`config.mk`:
```
export PLATFORM = sky130hd
export DESIGN_NAME = rbt_transceiver
export DESIGN_NICKNAME = d
export VERILOG_FILES = /design/src/pkg/rbt_pkg.sv /design/src/hw/rbt_fifo.sv /design/src/hw/rbt_transceiver.sv
export SDC_FILE = /design/constraint.sdc
export NUM_CORES = 1
export LEC_CHECK = 0
export BUFFER_PORTS_ARGS = -buffer_cell sky130_fd_sc_hd__buf_2
export CAP_MARGIN = 10
export CELL_PAD_IN_SITES_DETAIL_PLACEMENT = 1
export CELL_PAD_IN_SITES_GLOBAL_PLACEMENT = 1
export CORE_MARGIN = 1.5
export CORE_UTILIZATION = 46
export DETAILED_ROUTE_END_ITERATION = 10
export GPL_ROUTABILITY_DRIVEN = 0
export PLACE_DENSITY = 0.82
export SYNTH_ARGS = -nofsm -noshare
export SYNTH_HDL_FRONTEND = slang
export SYNTH_SLANG_ARGS = --single-unit
```
`constraint.sdc`:
```
create_clock -name aclk -period 4.87 [get_ports aclk]
set_input_delay 0.7305 -clock aclk [delete_from_list [all_inputs] [get_ports aclk]]
set_output_delay 0.7305 -clock aclk [all_outputs]
set_load 0.01 [all_outputs]
```
`src/pkg/rbt_pkg.sv`:
```
// Constants, field layouts and carrier types for the registered bus transceiver.
// Assumes one 10 MHz clock, synchronous active-low reset and an AXI4-Lite master.
// Function
// - Each storage register loads its own bus on its capture clock's rising edge.
// - Capture happens on every rising edge, whatever enable and direction are.
// - Output enable high releases both buses; capture still goes on.
// - When enabled, direction low drives A, direction high drives B.
// - Direction low, B-to-A select low: A bus follows live B bus.
// - Direction low, B-to-A select high: A bus shows B-side register.
// - Direction high, A-to-B select low: B bus follows live A bus.
// - Direction high, A-to-B select high: B bus shows A-side register.
// - B-side register appears only on A pins, A-side register only on B pins.
// - The input bus may be stored in either or both registers by pulsing clocks.
// - Each source select affects only its own direction's output path.
// - Buses and registers are eight bits wide, identical logic per bit.
package rbt_pkg;

  localparam int RBT_BUS_W      = 8;
  localparam int RBT_AXI_AW     = 6;
  localparam int RBT_AXI_DW     = 32;
  localparam int RBT_LOG_DEPTH  = 4;
  localparam int RBT_LOG_W      = 2 * RBT_BUS_W + 2;

  // Register byte offsets
  localparam logic [RBT_AXI_AW-1:0] RBT_ADDR_CTRL  = 6'h00;
  localparam logic [RBT_AXI_AW-1:0] RBT_ADDR_STORE = 6'h04;
  localparam logic [RBT_AXI_AW-1:0] RBT_ADDR_LIVE  = 6'h08;
  localparam logic [RBT_AXI_AW-1:0] RBT_ADDR_LOG   = 6'h0C;

  // Register indices after decode
  localparam logic [1:0] RBT_IDX_CTRL  = 2'h0;
  localparam logic [1:0] RBT_IDX_STORE = 2'h1;
  localparam logic [1:0] RBT_IDX_LIVE  = 2'h2;
  localparam logic [1:0] RBT_IDX_LOG   = 2'h3;

  // Field positions
  localparam int RBT_CTRL_OE_N_BIT     = 0;
  localparam int RBT_CTRL_DIR_BIT      = 1;
  localparam int RBT_CTRL_AB_SEL_BIT   = 2;
  localparam int RBT_CTRL_BA_SEL_BIT   = 3;
  localparam int RBT_STORE_A_LSB       = 0;
  localparam int RBT_STORE_B_LSB       = 8;
  localparam int RBT_STORE_A_VALID_BIT = 16;
  localparam int RBT_STORE_B_VALID_BIT = 17;
  localparam int RBT_LIVE_A_LSB        = 0;
  localparam int RBT_LIVE_B_LSB        = 8;
  localparam int RBT_LIVE_A_DRV_BIT    = 16;
  localparam int RBT_LIVE_B_DRV_BIT    = 17;
  localparam int RBT_LOG_A_LSB         = 0;
  localparam int RBT_LOG_B_LSB         = 8;
  localparam int RBT_LOG_A_CAP_BIT     = 16;
  localparam int RBT_LOG_B_CAP_BIT     = 17;
  localparam int RBT_LOG_OVF_BIT       = 30;
  localparam int RBT_LOG_VALID_BIT     = 31;

  // AXI responses
  localparam logic [1:0] RBT_RESP_OKAY   = 2'h0;
  localparam logic [1:0] RBT_RESP_SLVERR = 2'h2;

  typedef struct packed {
    logic b_to_a_source_sel;
    logic a_to_b_source_sel;
    logic dir;
    logic output_enable_n;
  } rbt_ctrl_t;

  // Isolation after reset: both buses released
  localparam rbt_ctrl_t RBT_CTRL_RESET = 4'h1;

  typedef struct packed {
    logic [RBT_BUS_W-1:0] oe;
    logic [RBT_BUS_W-1:0] data;
  } rbt_drive_t;

  typedef struct packed {
    logic                 b_cap;
    logic                 a_cap;
    logic [RBT_BUS_W-1:0] b_data;
    logic [RBT_BUS_W-1:0] a_data;
  } rbt_log_t;

  typedef struct packed {
    rbt_ctrl_t             ctrl;
    logic [RBT_BUS_W-1:0]  a_store;
    logic [RBT_BUS_W-1:0]  b_store;
    logic                  a_loaded;
    logic                  b_loaded;
    logic                  a_clk_prev;
    logic                  b_clk_prev;
    logic                  log_overflow;
    logic                  aw_got;
    logic                  w_got;
    logic [RBT_AXI_AW-1:0] awaddr;
    logic [RBT_AXI_DW-1:0] wdata;
    logic [3:0]            wstrb;
    logic                  bvalid;
    logic [1:0]            bresp;
    logic                  rvalid;
    logic [RBT_AXI_DW-1:0] rdata;
    logic [1:0]            rresp;
  } rbt_core_st_t;

endpackage

```
`src/hw/rbt_fifo.sv`:
```
// Small flip-flop FIFO with valid/ready on both sides.
// Assumes one clock and a synchronous active-low reset; contents are not reset.
module rbt_fifo
  import rbt_pkg::*;
#(
  parameter int WIDTH = RBT_LOG_W,
  parameter int DEPTH = RBT_LOG_DEPTH
)
(
  // Clock and reset
  input  wire logic             aclk,
  input  wire logic             aresetn,
  // Filling side
  input  wire logic             in_valid,
  output logic                  in_ready,
  input  wire logic [WIDTH-1:0] in_data,
  // Draining side
  output logic                  out_valid,
  input  wire logic             out_ready,
  output logic [WIDTH-1:0]      out_data
);

  localparam int PW = (DEPTH > 1) ? $clog2(DEPTH) : 1;

  typedef struct packed {
    logic [DEPTH-1:0][WIDTH-1:0] mem;
    logic [PW-1:0]               wr_ptr;
    logic [PW-1:0]               rd_ptr;
    logic [PW:0]                 count;
  } rbt_fifo_st_t;

  rbt_fifo_st_t st_r;
  rbt_fifo_st_t st_nxt;
  logic         push;
  logic         pop;

  assign in_ready  = (st_r.count != (PW+1)'(DEPTH));
  assign out_valid = (st_r.count != '0);
  assign out_data  = st_r.mem[st_r.rd_ptr];
  assign push      = in_valid && in_ready;
  assign pop       = out_valid && out_ready;

  always_comb
  begin
    st_nxt = st_r;
    if (push)
    begin
      st_nxt.mem[st_r.wr_ptr] = in_data;
      st_nxt.wr_ptr = (st_r.wr_ptr == PW'(DEPTH - 1)) ? '0 : st_r.wr_ptr + 1'b1;
    end
    if (pop)
    begin
      st_nxt.rd_ptr = (st_r.rd_ptr == PW'(DEPTH - 1)) ? '0 : st_r.rd_ptr + 1'b1;
    end
    case ({push, pop})
      2'b10:   st_nxt.count = st_r.count + 1'b1;
      2'b01:   st_nxt.count = st_r.count - 1'b1;
      default: st_nxt.count = st_r.count;
    endcase
    if (!aresetn)
    begin
      st_nxt.wr_ptr = '0;
      st_nxt.rd_ptr = '0;
      st_nxt.count  = '0;
    end
  end

  always_ff @(posedge aclk)
  begin
    st_r <= st_nxt;
  end

endmodule

```
`src/hw/rbt_transceiver.sv`:
```
// Eight-bit registered bus transceiver with AXI4-Lite control and a capture log.
// Assumes bus pins and capture clocks are synchronous to aclk; the bench resolves
// each bus wire from the data and enable outputs.
//
// Design decisions made here: the register offsets and the AXI4-Lite register port.
module rbt_transceiver
  import rbt_pkg::*;
#(
  // Capture log entries
  parameter int LOG_DEPTH = RBT_LOG_DEPTH
)
(
  // Clock and reset
  input  wire logic                  aclk,
  input  wire logic                  aresetn,
  // A bus pins
  input  wire logic [RBT_BUS_W-1:0]  a_in,
  output rbt_drive_t                 a_drive,
  // B bus pins
  input  wire logic [RBT_BUS_W-1:0]  b_in,
  output rbt_drive_t                 b_drive,
  // Capture clocks, sampled as levels
  input  wire logic                  a_side_capture_clock,
  input  wire logic                  b_side_capture_clock,
  // Capture log room
  output logic                       capture_log_ready,
  // AXI4-Lite write address
  input  wire logic                  s_axi_awvalid,
  output logic                       s_axi_awready,
  input  wire logic [RBT_AXI_AW-1:0] s_axi_awaddr,
  input  wire logic [2:0]            s_axi_awprot,
  // AXI4-Lite write data
  input  wire logic                  s_axi_wvalid,
  output logic                       s_axi_wready,
  input  wire logic [RBT_AXI_DW-1:0] s_axi_wdata,
  input  wire logic [3:0]            s_axi_wstrb,
  // AXI4-Lite write response
  output logic                       s_axi_bvalid,
  input  wire logic                  s_axi_bready,
  output logic [1:0]                 s_axi_bresp,
  // AXI4-Lite read address
  input  wire logic                  s_axi_arvalid,
  output logic                       s_axi_arready,
  input  wire logic [RBT_AXI_AW-1:0] s_axi_araddr,
  input  wire logic [2:0]            s_axi_arprot,
  // AXI4-Lite read data
  output logic                       s_axi_rvalid,
  input  wire logic                  s_axi_rready,
  output logic [RBT_AXI_DW-1:0]      s_axi_rdata,
  output logic [1:0]                 s_axi_rresp
);

  rbt_core_st_t st_r;
  rbt_core_st_t st_nxt;

  logic     a_edge;
  logic     b_edge;
  logic     a_enabled;
  logic     b_enabled;
  logic     aw_hs;
  logic     w_hs;
  logic     ar_hs;
  logic     wr_fire;
  logic     log_push;
  logic     log_push_ready;
  rbt_log_t log_in;
  logic     log_valid;
  logic     log_pop;
  rbt_log_t log_out;
  logic [2:0] wr_dec;
  logic [2:0] rd_dec;

  // Returns {hit, index} for an aligned register byte address
  function automatic logic [2:0] reg_decode(input logic [RBT_AXI_AW-1:0] addr);
    logic hit;
    hit = (addr[RBT_AXI_AW-1:4] == '0) && (addr[1:0] == 2'h0);
    return {hit, addr[3:2]};
  endfunction

  // True when a decoded address names the given register
  function automatic logic reg_hit(input logic [2:0] dec, input logic [1:0] idx);
    return dec[2] && (dec[1:0] == idx);
  endfunction

  // A low level at one edge and a high level at the next mark a capture
  function automatic logic cap_rise(input logic now, input logic was);
    return now && !was;
  endfunction

  // Capture clocks are plain levels; a low-to-high change marks a capture
  assign a_edge = cap_rise(a_side_capture_clock, st_r.a_clk_prev);
  assign b_edge = cap_rise(b_side_capture_clock, st_r.b_clk_prev);

  // Direction and enable pick at most one driven bus
  assign a_enabled = !st_r.ctrl.output_enable_n && !st_r.ctrl.dir;
  assign b_enabled = !st_r.ctrl.output_enable_n && st_r.ctrl.dir;

  genvar gi;
  generate
    for (gi = 0; gi < RBT_BUS_W; gi++)
    begin : g_bit
      // A pins carry only live B or the B-side register
      assign a_drive.oe[gi]   = a_enabled;
      assign a_drive.data[gi] = st_r.ctrl.b_to_a_source_sel ? st_r.b_store[gi]
                                                            : b_in[gi];
      // B pins carry only live A or the A-side register
      assign b_drive.oe[gi]   = b_enabled;
      assign b_drive.data[gi] = st_r.ctrl.a_to_b_source_sel ? st_r.a_store[gi]
                                                            : a_in[gi];
    end
  endgenerate

  // Capture log: every capture is recorded while room remains
  assign log_in.a_cap  = a_edge;
  assign log_in.b_cap  = b_edge;
  assign log_in.a_data = a_in;
  assign log_in.b_data = b_in;
  assign log_push      = a_edge || b_edge;
  assign capture_log_ready = log_push_ready;

  rbt_fifo #(
    .WIDTH (RBT_LOG_W),
    .DEPTH (LOG_DEPTH)
  ) u_log (
    .aclk      (aclk),
    .aresetn   (aresetn),
    .in_valid  (log_push),
    .in_ready  (log_push_ready),
    .in_data   (log_in),
    .out_valid (log_valid),
    .out_ready (log_pop),
    .out_data  (log_out)
  );

  // AXI4-Lite handshakes
  // A held answer blocks new requests: one write and one read at most are open
  assign s_axi_awready = !st_r.aw_got && !st_r.bvalid;
  assign s_axi_wready  = !st_r.w_got && !st_r.bvalid;
  assign s_axi_arready = !st_r.rvalid;
  assign s_axi_bvalid  = st_r.bvalid;
  assign s_axi_bresp   = st_r.bresp;
  assign s_axi_rvalid  = st_r.rvalid;
  assign s_axi_rdata   = st_r.rdata;
  assign s_axi_rresp   = st_r.rresp;

  assign aw_hs   = s_axi_awvalid && s_axi_awready;
  assign w_hs    = s_axi_wvalid && s_axi_wready;
  assign ar_hs   = s_axi_arvalid && s_axi_arready;
  // The response waits until both address and data have been taken
  assign wr_fire = (st_r.aw_got || aw_hs) && (st_r.w_got || w_hs);
  assign wr_dec  = reg_decode(st_r.aw_got ? st_r.awaddr : s_axi_awaddr);
  assign rd_dec  = reg_decode(s_axi_araddr);

  // Reading the log register removes the entry it returns
  assign log_pop = ar_hs && reg_hit(rd_dec, RBT_IDX_LOG);

  always_comb
  begin
    logic [RBT_AXI_DW-1:0] wd;
    logic [3:0]            ws;
    logic [RBT_AXI_DW-1:0] rd;
    wd = st_r.w_got ? st_r.wdata : s_axi_wdata;
    ws = st_r.w_got ? st_r.wstrb : s_axi_wstrb;
    rd = '0;
    st_nxt = st_r;

    // Capture runs regardless of enable, direction or selects
    st_nxt.a_clk_prev = a_side_capture_clock;
    st_nxt.b_clk_prev = b_side_capture_clock;
    if (a_edge)
    begin
      st_nxt.a_store  = a_in;
      st_nxt.a_loaded = 1'b1;
    end
    if (b_edge)
    begin
      st_nxt.b_store  = b_in;
      st_nxt.b_loaded = 1'b1;
    end

    // Write channel: address and data taken in either order
    if (aw_hs)
    begin
      st_nxt.aw_got = 1'b1;
      st_nxt.awaddr = s_axi_awaddr;
    end
    if (w_hs)
    begin
      st_nxt.w_got = 1'b1;
      st_nxt.wdata = s_axi_wdata;
      st_nxt.wstrb = s_axi_wstrb;
    end
    if (wr_fire)
    begin
      st_nxt.aw_got = 1'b0;
      st_nxt.w_got  = 1'b0;
      st_nxt.bvalid = 1'b1;
      st_nxt.bresp  = wr_dec[2] ? RBT_RESP_OKAY : RBT_RESP_SLVERR;
      if (reg_hit(wr_dec, RBT_IDX_CTRL) && ws[0])
      begin
        // Each select is an independent bit of its own path
        st_nxt.ctrl.output_enable_n   = wd[RBT_CTRL_OE_N_BIT];
        st_nxt.ctrl.dir               = wd[RBT_CTRL_DIR_BIT];
        st_nxt.ctrl.a_to_b_source_sel = wd[RBT_CTRL_AB_SEL_BIT];
        st_nxt.ctrl.b_to_a_source_sel = wd[RBT_CTRL_BA_SEL_BIT];
      end
      if (reg_hit(wr_dec, RBT_IDX_LOG) && ws[3] && wd[RBT_LOG_OVF_BIT])
      begin
        st_nxt.log_overflow = 1'b0;
      end
    end
    if (st_r.bvalid && s_axi_bready)
    begin
      st_nxt.bvalid = 1'b0;
    end

    // A capture lost to a full log sets overflow; set beats clear
    if (log_push && !log_push_ready)
    begin
      st_nxt.log_overflow = 1'b1;
    end

    // Read channel
    if (ar_hs)
    begin
      case (rd_dec[1:0])
        RBT_IDX_CTRL:
        begin
          rd[RBT_CTRL_OE_N_BIT]   = st_r.ctrl.output_enable_n;
          rd[RBT_CTRL_DIR_BIT]    = st_r.ctrl.dir;
          rd[RBT_CTRL_AB_SEL_BIT] = st_r.ctrl.a_to_b_source_sel;
          rd[RBT_CTRL_BA_SEL_BIT] = st_r.ctrl.b_to_a_source_sel;
        end
        RBT_IDX_STORE:
        begin
          // Never-loaded storage reads as zero
          rd[RBT_STORE_A_LSB +: RBT_BUS_W] = st_r.a_store & {RBT_BUS_W{st_r.a_loaded}};
          rd[RBT_STORE_B_LSB +: RBT_BUS_W] = st_r.b_store & {RBT_BUS_W{st_r.b_loaded}};
          rd[RBT_STORE_A_VALID_BIT]        = st_r.a_loaded;
          rd[RBT_STORE_B_VALID_BIT]        = st_r.b_loaded;
        end
        RBT_IDX_LIVE:
        begin
          rd[RBT_LIVE_A_LSB +: RBT_BUS_W] = a_in;
          rd[RBT_LIVE_B_LSB +: RBT_BUS_W] = b_in;
          rd[RBT_LIVE_A_DRV_BIT]          = a_enabled;
          rd[RBT_LIVE_B_DRV_BIT]          = b_enabled;
        end
        RBT_IDX_LOG:
        begin
          if (log_valid)
          begin
            rd[RBT_LOG_A_LSB +: RBT_BUS_W] = log_out.a_data;
            rd[RBT_LOG_B_LSB +: RBT_BUS_W] = log_out.b_data;
            rd[RBT_LOG_A_CAP_BIT]          = log_out.a_cap;
            rd[RBT_LOG_B_CAP_BIT]          = log_out.b_cap;
          end
          rd[RBT_LOG_OVF_BIT]   = st_r.log_overflow;
          rd[RBT_LOG_VALID_BIT] = log_valid;
        end
        default:
        begin
          rd = '0;
        end
      endcase
      st_nxt.rvalid = 1'b1;
      st_nxt.rdata  = rd_dec[2] ? rd : '0;
      st_nxt.rresp  = rd_dec[2] ? RBT_RESP_OKAY : RBT_RESP_SLVERR;
    end
    else if (st_r.rvalid && s_axi_rready)
    begin
      st_nxt.rvalid = 1'b0;
    end

    // Synchronous reset leaves the storage registers untouched
    if (!aresetn)
    begin
      st_nxt.ctrl         = RBT_CTRL_RESET;
      st_nxt.a_loaded     = 1'b0;
      st_nxt.b_loaded     = 1'b0;
      // History starts high: a clock held high through reset is no capture
      st_nxt.a_clk_prev   = 1'b1;
      st_nxt.b_clk_prev   = 1'b1;
      st_nxt.log_overflow = 1'b0;
      st_nxt.aw_got       = 1'b0;
      st_nxt.w_got        = 1'b0;
      st_nxt.awaddr       = '0;
      st_nxt.wdata        = '0;
      st_nxt.wstrb        = '0;
      st_nxt.bvalid       = 1'b0;
      st_nxt.bresp        = RBT_RESP_OKAY;
      st_nxt.rvalid       = 1'b0;
      st_nxt.rdata        = '0;
      st_nxt.rresp        = RBT_RESP_OKAY;
    end
  end

  always_ff @(posedge aclk)
  begin
    st_r <= st_nxt;
  end

endmodule

```
* Word-level counts from Yosys, hierarchy flattened
Index checks and enable logic that the tools add are counted.
Word-level totals: ROM bits 0, bits in writable memories 0, memories 0, bits in registers 185, output and inout bits 74, bits in latches 0
Operators by class: div/mod/pow operators 0, $mul 0, multiplexer cells 41, bitwise logic cells 3, add/sub/neg operators 4, shift-type cells 0, reduce and logical (&&, ||, !) cells 52, eq/ne operators 9, order comparisons 3
Operators by type and width (number):
- $bwmux 72 | 1
- $mux 18 | 3
- $pmux 14 s3 | 1
- $bmux 18 s2 | 1
- $demux 18 s2 | 1
- $mux 32 | 1
- $mux 31 | 1
- $logic_and 1x1->1 | 25
- $mux 1 | 22
- $and 8x8->8 | 2
- $pmux 4 s4 | 1
- $eq 2x2->1 const B | 6
- $logic_not 2->1 | 6
- $mux 2 | 5
- $logic_not 1->1 | 9
- $reduce_bool 2->1 | 4
- $lt 2x3->1 const B | 2
- $mux 6 | 1
- $pmux 3 s2 | 1
- $add 2x1->2 const B | 2
- $eq 2x1->1 const B | 2
- $mux 4 | 1
- $reduce_and 2->1 | 2
- $reduce_or 2->1 | 2
- other kinds (8) | 10

* Depth between registers and ports, before layout
depth in word-level cells 9, gate-level depth with buffers 10, gate-level depth less buffers 9

* Cells and area by module
Synthesis repeated with hierarchy kept, for this count alone.
Unflattened totals: cell total of the unflattened synthesis 497, area, all modules 6497.5 sq um
By module, submodules not included:
- rbt_transceiver | cells each 349, times used 1, area an instance 3447.1 sq um
- rbt_fifo | cells each 148, times used 1, area an instance 3050.4 sq um

* Worst setup path after synthesis
Ideal clock, no wire load.
kind input to register, start input b_side_capture_clock, end register u_log.st_r[2] in the netlist's numbering, data required time 4.800 ns, slack 2.164 ns, arrival time 2.636 ns, library setup time 0.070 ns, path buffers 0, stages 9, cell sequence nor2b_1 -> o21a_1 -> inv_1 -> ha_1 -> inv_1 -> fa_1 -> xor2_1 -> or3_1 -> a21oi_1
On the way: cells in the longest elaborated chain, start to end 5, elaborated cells between the ends (all ways) 7, classes of those cells 2 x eq/ne; 1 x mux; 4 x reduce/logical
RTL lines:
- start, declared | RTL line rbt_transceiver.sv:24 | input wire logic b_side_capture_clock,
- $logic_and 1x1->1 * | RTL line rbt_transceiver.sv:87 | return now && !was;
- $logic_or 1x1->1 * | RTL line rbt_transceiver.sv:118 | assign log_push = a_edge || b_edge;
- $logic_and 1x1->1 * | RTL line rbt_fifo.sv:40 | assign push = in_valid && in_ready;
- $eq 2x1->1 / $eq 2x2->1 (equally long branches) | RTL line rbt_fifo.sv:55 | case ({push, pop})
- $pmux 3 s2 / $reduce_bool 2->1 (equally long branches)
- end signal, assigned | RTL line rbt_fifo.sv:70 | st_r <= st_nxt;
- end, declared | RTL line rbt_fifo.sv:32 | rbt_fifo_st_t st_r;
Mark *: on every way between the ends. The rest lies on a longest branch, timed or not. A chain may end at the register's enable or synchronous reset.

* Final worst setup path
start input s_axi_araddr[5], end register u_log.st_r[2] in the netlist's numbering
On the way: cells in the longest elaborated chain, start to end 7, elaborated cells between the ends (all ways) 9, classes of those cells 2 x eq/ne; 1 x mux; 6 x reduce/logical
RTL lines:
- start, declared | RTL line rbt_transceiver.sv:44 | input wire logic [RBT_AXI_AW-1:0] s_axi_araddr,
- $logic_not 2->1 * | RTL line rbt_transceiver.sv:76 | hit = (addr[RBT_AXI_AW-1:4] == '0) && (addr[1:0] == 2'h0);
- $logic_and 1x1->1 * | RTL line rbt_transceiver.sv:76
- $logic_and 1x1->1 * | RTL line rbt_transceiver.sv:82 | return dec[2] && (dec[1:0] == idx);
- $logic_and 1x1->1 * | RTL line rbt_transceiver.sv:155 | assign log_pop = ar_hs && reg_hit(rd_dec, RBT_IDX_LOG);
- $logic_and 1x1->1 * | RTL line rbt_fifo.sv:41 | assign pop = out_valid && out_ready;
- via u_log.pop | RTL line rbt_fifo.sv:35 | logic pop;
- $eq 2x1->1 / $eq 2x2->1 (equally long branches) | RTL line rbt_fifo.sv:55
- $pmux 3 s2 / $reduce_bool 2->1 (equally long branches)
Mark *: on every way through the listed nets, which the timed path passes. The rest lies on a longest branch.

==> run_results.csv <==
group,metric,value,unit
power,ir_drop,0.2214,mV
yosys,netlist_top_cells_area,"edfxtp_1 42%, dfxtp_1 17%, mux4_2 6.4%",
placed_design,dp_hpwl,10210,um
timing,slew_headroom,30.01,%
clocking,insertion_delay,420,ps
finish,final_nets,635,
floorplan,die_y,120.4,um
yosys,ys.flop_type,"edfxtp_1",
detailed_routing,vias_per_cell,5.486,
setup_path,arrival,3100,ps
yosys,synth_async_sr_flop_share,0,%
timing,hold_viol,0,
detailed_routing,wl_per_cell,20.56,um
yosys,ys_seq_elements,143,
clocking,clkTransAtPathRegs,60,ps
timing,finalSetupViolCount,0,
clocking,cts_tree,"yes",
flow_run,drv_cap,0,
global_route,grt_pass1_vias,4359,
finish,layout.cells.non_filler,738,
timing,fin_crit_sh,56.76,%
setup_path,cp.buffers_inverters,3,
floorplan,start_util,47.46,%
detailed_routing,drc,0,
clocking,cts_sinks,143,
floorplan,rows,42,
detailed_routing,totalWireLength,15170,um
timing,period_minus_slack,2764,ps
floorplan,num_io_pins,153,
clocking,cts_buffers,17,
clocking,clockBufferDepth,2,
yosys,synth_area_leader_cell,"edfxtp_1",
setup_path,cpLargestDelayFamily,"simple AND/OR/NAND/NOR gates",
finish,drive_gt1_share,31.49,%
global_route,antenna_found_initial,0,
timing,worstMarginPinSlew,1048,ps
detailed_routing,ant_nets,0,
finish,diodes,0,
global_route,grt_max_degree,29,
timing,fin_tns_setup,0,ps
setup_path,crit_chain,"buf_2, nor4_2, nand3_1, inv_1, ha_1, inv_1, fa_1, xor2_1, or3_1, a21oi_1",
yosys,synth_area,6335,sq um
clocking,cts_max_level,4,
yosys,yosysMostFrequentCell,"edfxtp_1",
yosys,synth_top_area_share,41.71,%
finish,fill_cells,1385,
detailed_routing,dr.pass1.iters,4,
floorplan,die_w,120.4,um
yosys,yosys-top-cells-count,"88 x edfxtp_1, 55 x dfxtp_1, 52 x buf_4",
floorplan,core_area,13350,sq um
run_status,outcome,"finished, final reports clean",
setup_path,cp_common_cell,"inv_1",
yosys,synthDistinctLibCells,47,
timing,grt_setup_unrepaired,"no",
yosys,synth_cells,486,
yosys,synth_edf_count,88,
detailed_routing,vias,4049,
power,leakage,2.705,nW
finish,syn_to_final_growth,13.79,%
setup_path,worstSetupPathType,"in2reg",
clocking,post_cts_buffers,0,
global_route,grt_pass1_wl,23710,um
timing,slew_violations,0,
clocking,root_buffer,"clkbuf_16",
yosys,seq_area_frac_synth,59.10,%
power,finalPower,2.772,mW
setup_path,crit_path_max_fanout,5,
clocking,cts_resized,0,
global_route,overflow,0,
timing,fmax,0.3617,GHz
placed_design,placedCellCount,706,
setup_path,cp_slowest_stage_delay,540,ps
detailed_routing,drt_iter0_markers,234,
setup_path,start_kind,"input port",
yosys,syn_avg_cell_area,13.03,sq um
setup_path,cp_data_required_time,5210,ps
setup_path,endpoint_kind,"flop",
global_route,grt_usage,22.07,%
min_path,hp-class,"reg2reg",
timing,skew,9.350,ps
yosys,yosys_warnings,0,
setup_path,slowest_stage,"nor4_2",
placed_design,port_buffers,103,
clocking,cts_hold_buf,0,
floorplan,die-area,14480,sq um
power,power_density,384.6,nW/um^2
-- worst paths after layout --
kind | from | end | slack, ps | cells past startpoint
hold reg to reg | s_axi_rdata[3] | s_axi_rdata[3] | 470 | 2
setup reg to reg | u_log.st_r[2] | u_log.st_r[2] | 2320 | 9
setup / recovery | s_axi_araddr[5] | u_log.st_r[2] | 2110 | 10
hold / removal | s_axi_rdata[3] | s_axi_rdata[3] | 470 | 2
-- routing by layer --
metal / routed length (um) / track usage, % / up-vias / part of all wire [%]
met5: 0 / 0 / - / 0
met4: 263 / 9.044 / 0 / 1.7
met3: 948 / 4.481 / 27 / 6.2
met2: 8067 / 39.11 / 153 / 53
met1: 5895 / 26.23 / 2029 / 39
li1: - / - / 1840 / -
-- layout by cell type, fill, tap and decap left out, drive strengths merged, types with 2 or more instances in the layout --
master	synthesis	final
a21oi	29	29
a221oi	4	4
a22oi	12	12
a2bb2oi	14	14
and2	7	7
and3b	2	2
buf	64	108
bufinv	0	2
clkbuf	13	26
clkinv	1	4
conb	1	14
dfxtp	55	55
edfxtp	88	88
ha	6	6
inv	9	9
mux2	21	21
mux2i	19	19
mux4	18	18
nand2	21	21
nand2b	18	18
nand3	9	9
nand4	2	2
nor2	38	38
nor2b	6	6
o21ai	5	5
o22ai	2	2
o31ai	4	4
or3	2	2
xor2	2	2
-- stage by stage --
step,cell area [sq um],util [%],hold WS (ps),worst slack (ps)
final,7208,54.00,471.4,2106
after global placement,6653,49.84,442.6,1862
after CTS,7208,54.00,474.7,2139
after detailed placement,6653,49.84,448.2,1717
after floorplan,6384,-,432.3,2164
after global routing,7208,54.00,486.5,1995
-- layout make-up --
class	count	area [sq um]	share of cell area [%]
clock buffers	26	469.2	6.509
clock inverters	6	86.33	1.198
inverters	10	37.54	0.5207
multi-input cells	269	2098	29.11
flip-flops and latches	143	3744	51.94
well taps	176	220.2	3.055
repair buffers	108	553.0	7.672
-- flip-flops by register name (all words and copies together) (netlist names) --
signal        cells
u_log.st_r       79
st_r             40
s_axi_rvalid      1
s_axi_rdata      20
s_axi_bresp       1
s_axi_rresp       1
s_axi_bvalid      1
-- where the power goes --
part,leakage (nW),switching (mW),internal (mW)
Combinational,1.19,0.118,0.0781
Sequential,1.25,0.0241,1.32
Clock,0.266,0.463,0.767
Total,2.70,0.605,2.17
-- cell families after synthesis --
kind of cell	synth area share (%)
AOI/OAI and AO/OA	8.375
buffers and inverters	8.552
other	0.05920
and+or+nand+nor	9.007
xor gates and xnor gates	0.2766
adders and majority gates	1.501
muxes	13.13
DFF	59.10
-- tightest hold or removal path, delay by kind of cell (launching register included) --
| family | cells | cell delay (ps) |
|---|---|---|
| AOI/OAI and AO/OA | 1 | 60 |
| DFF | 1 | 310 |
| and+or+nand+nor | 1 | 60 |
Power figures use the tool's default switching activity.
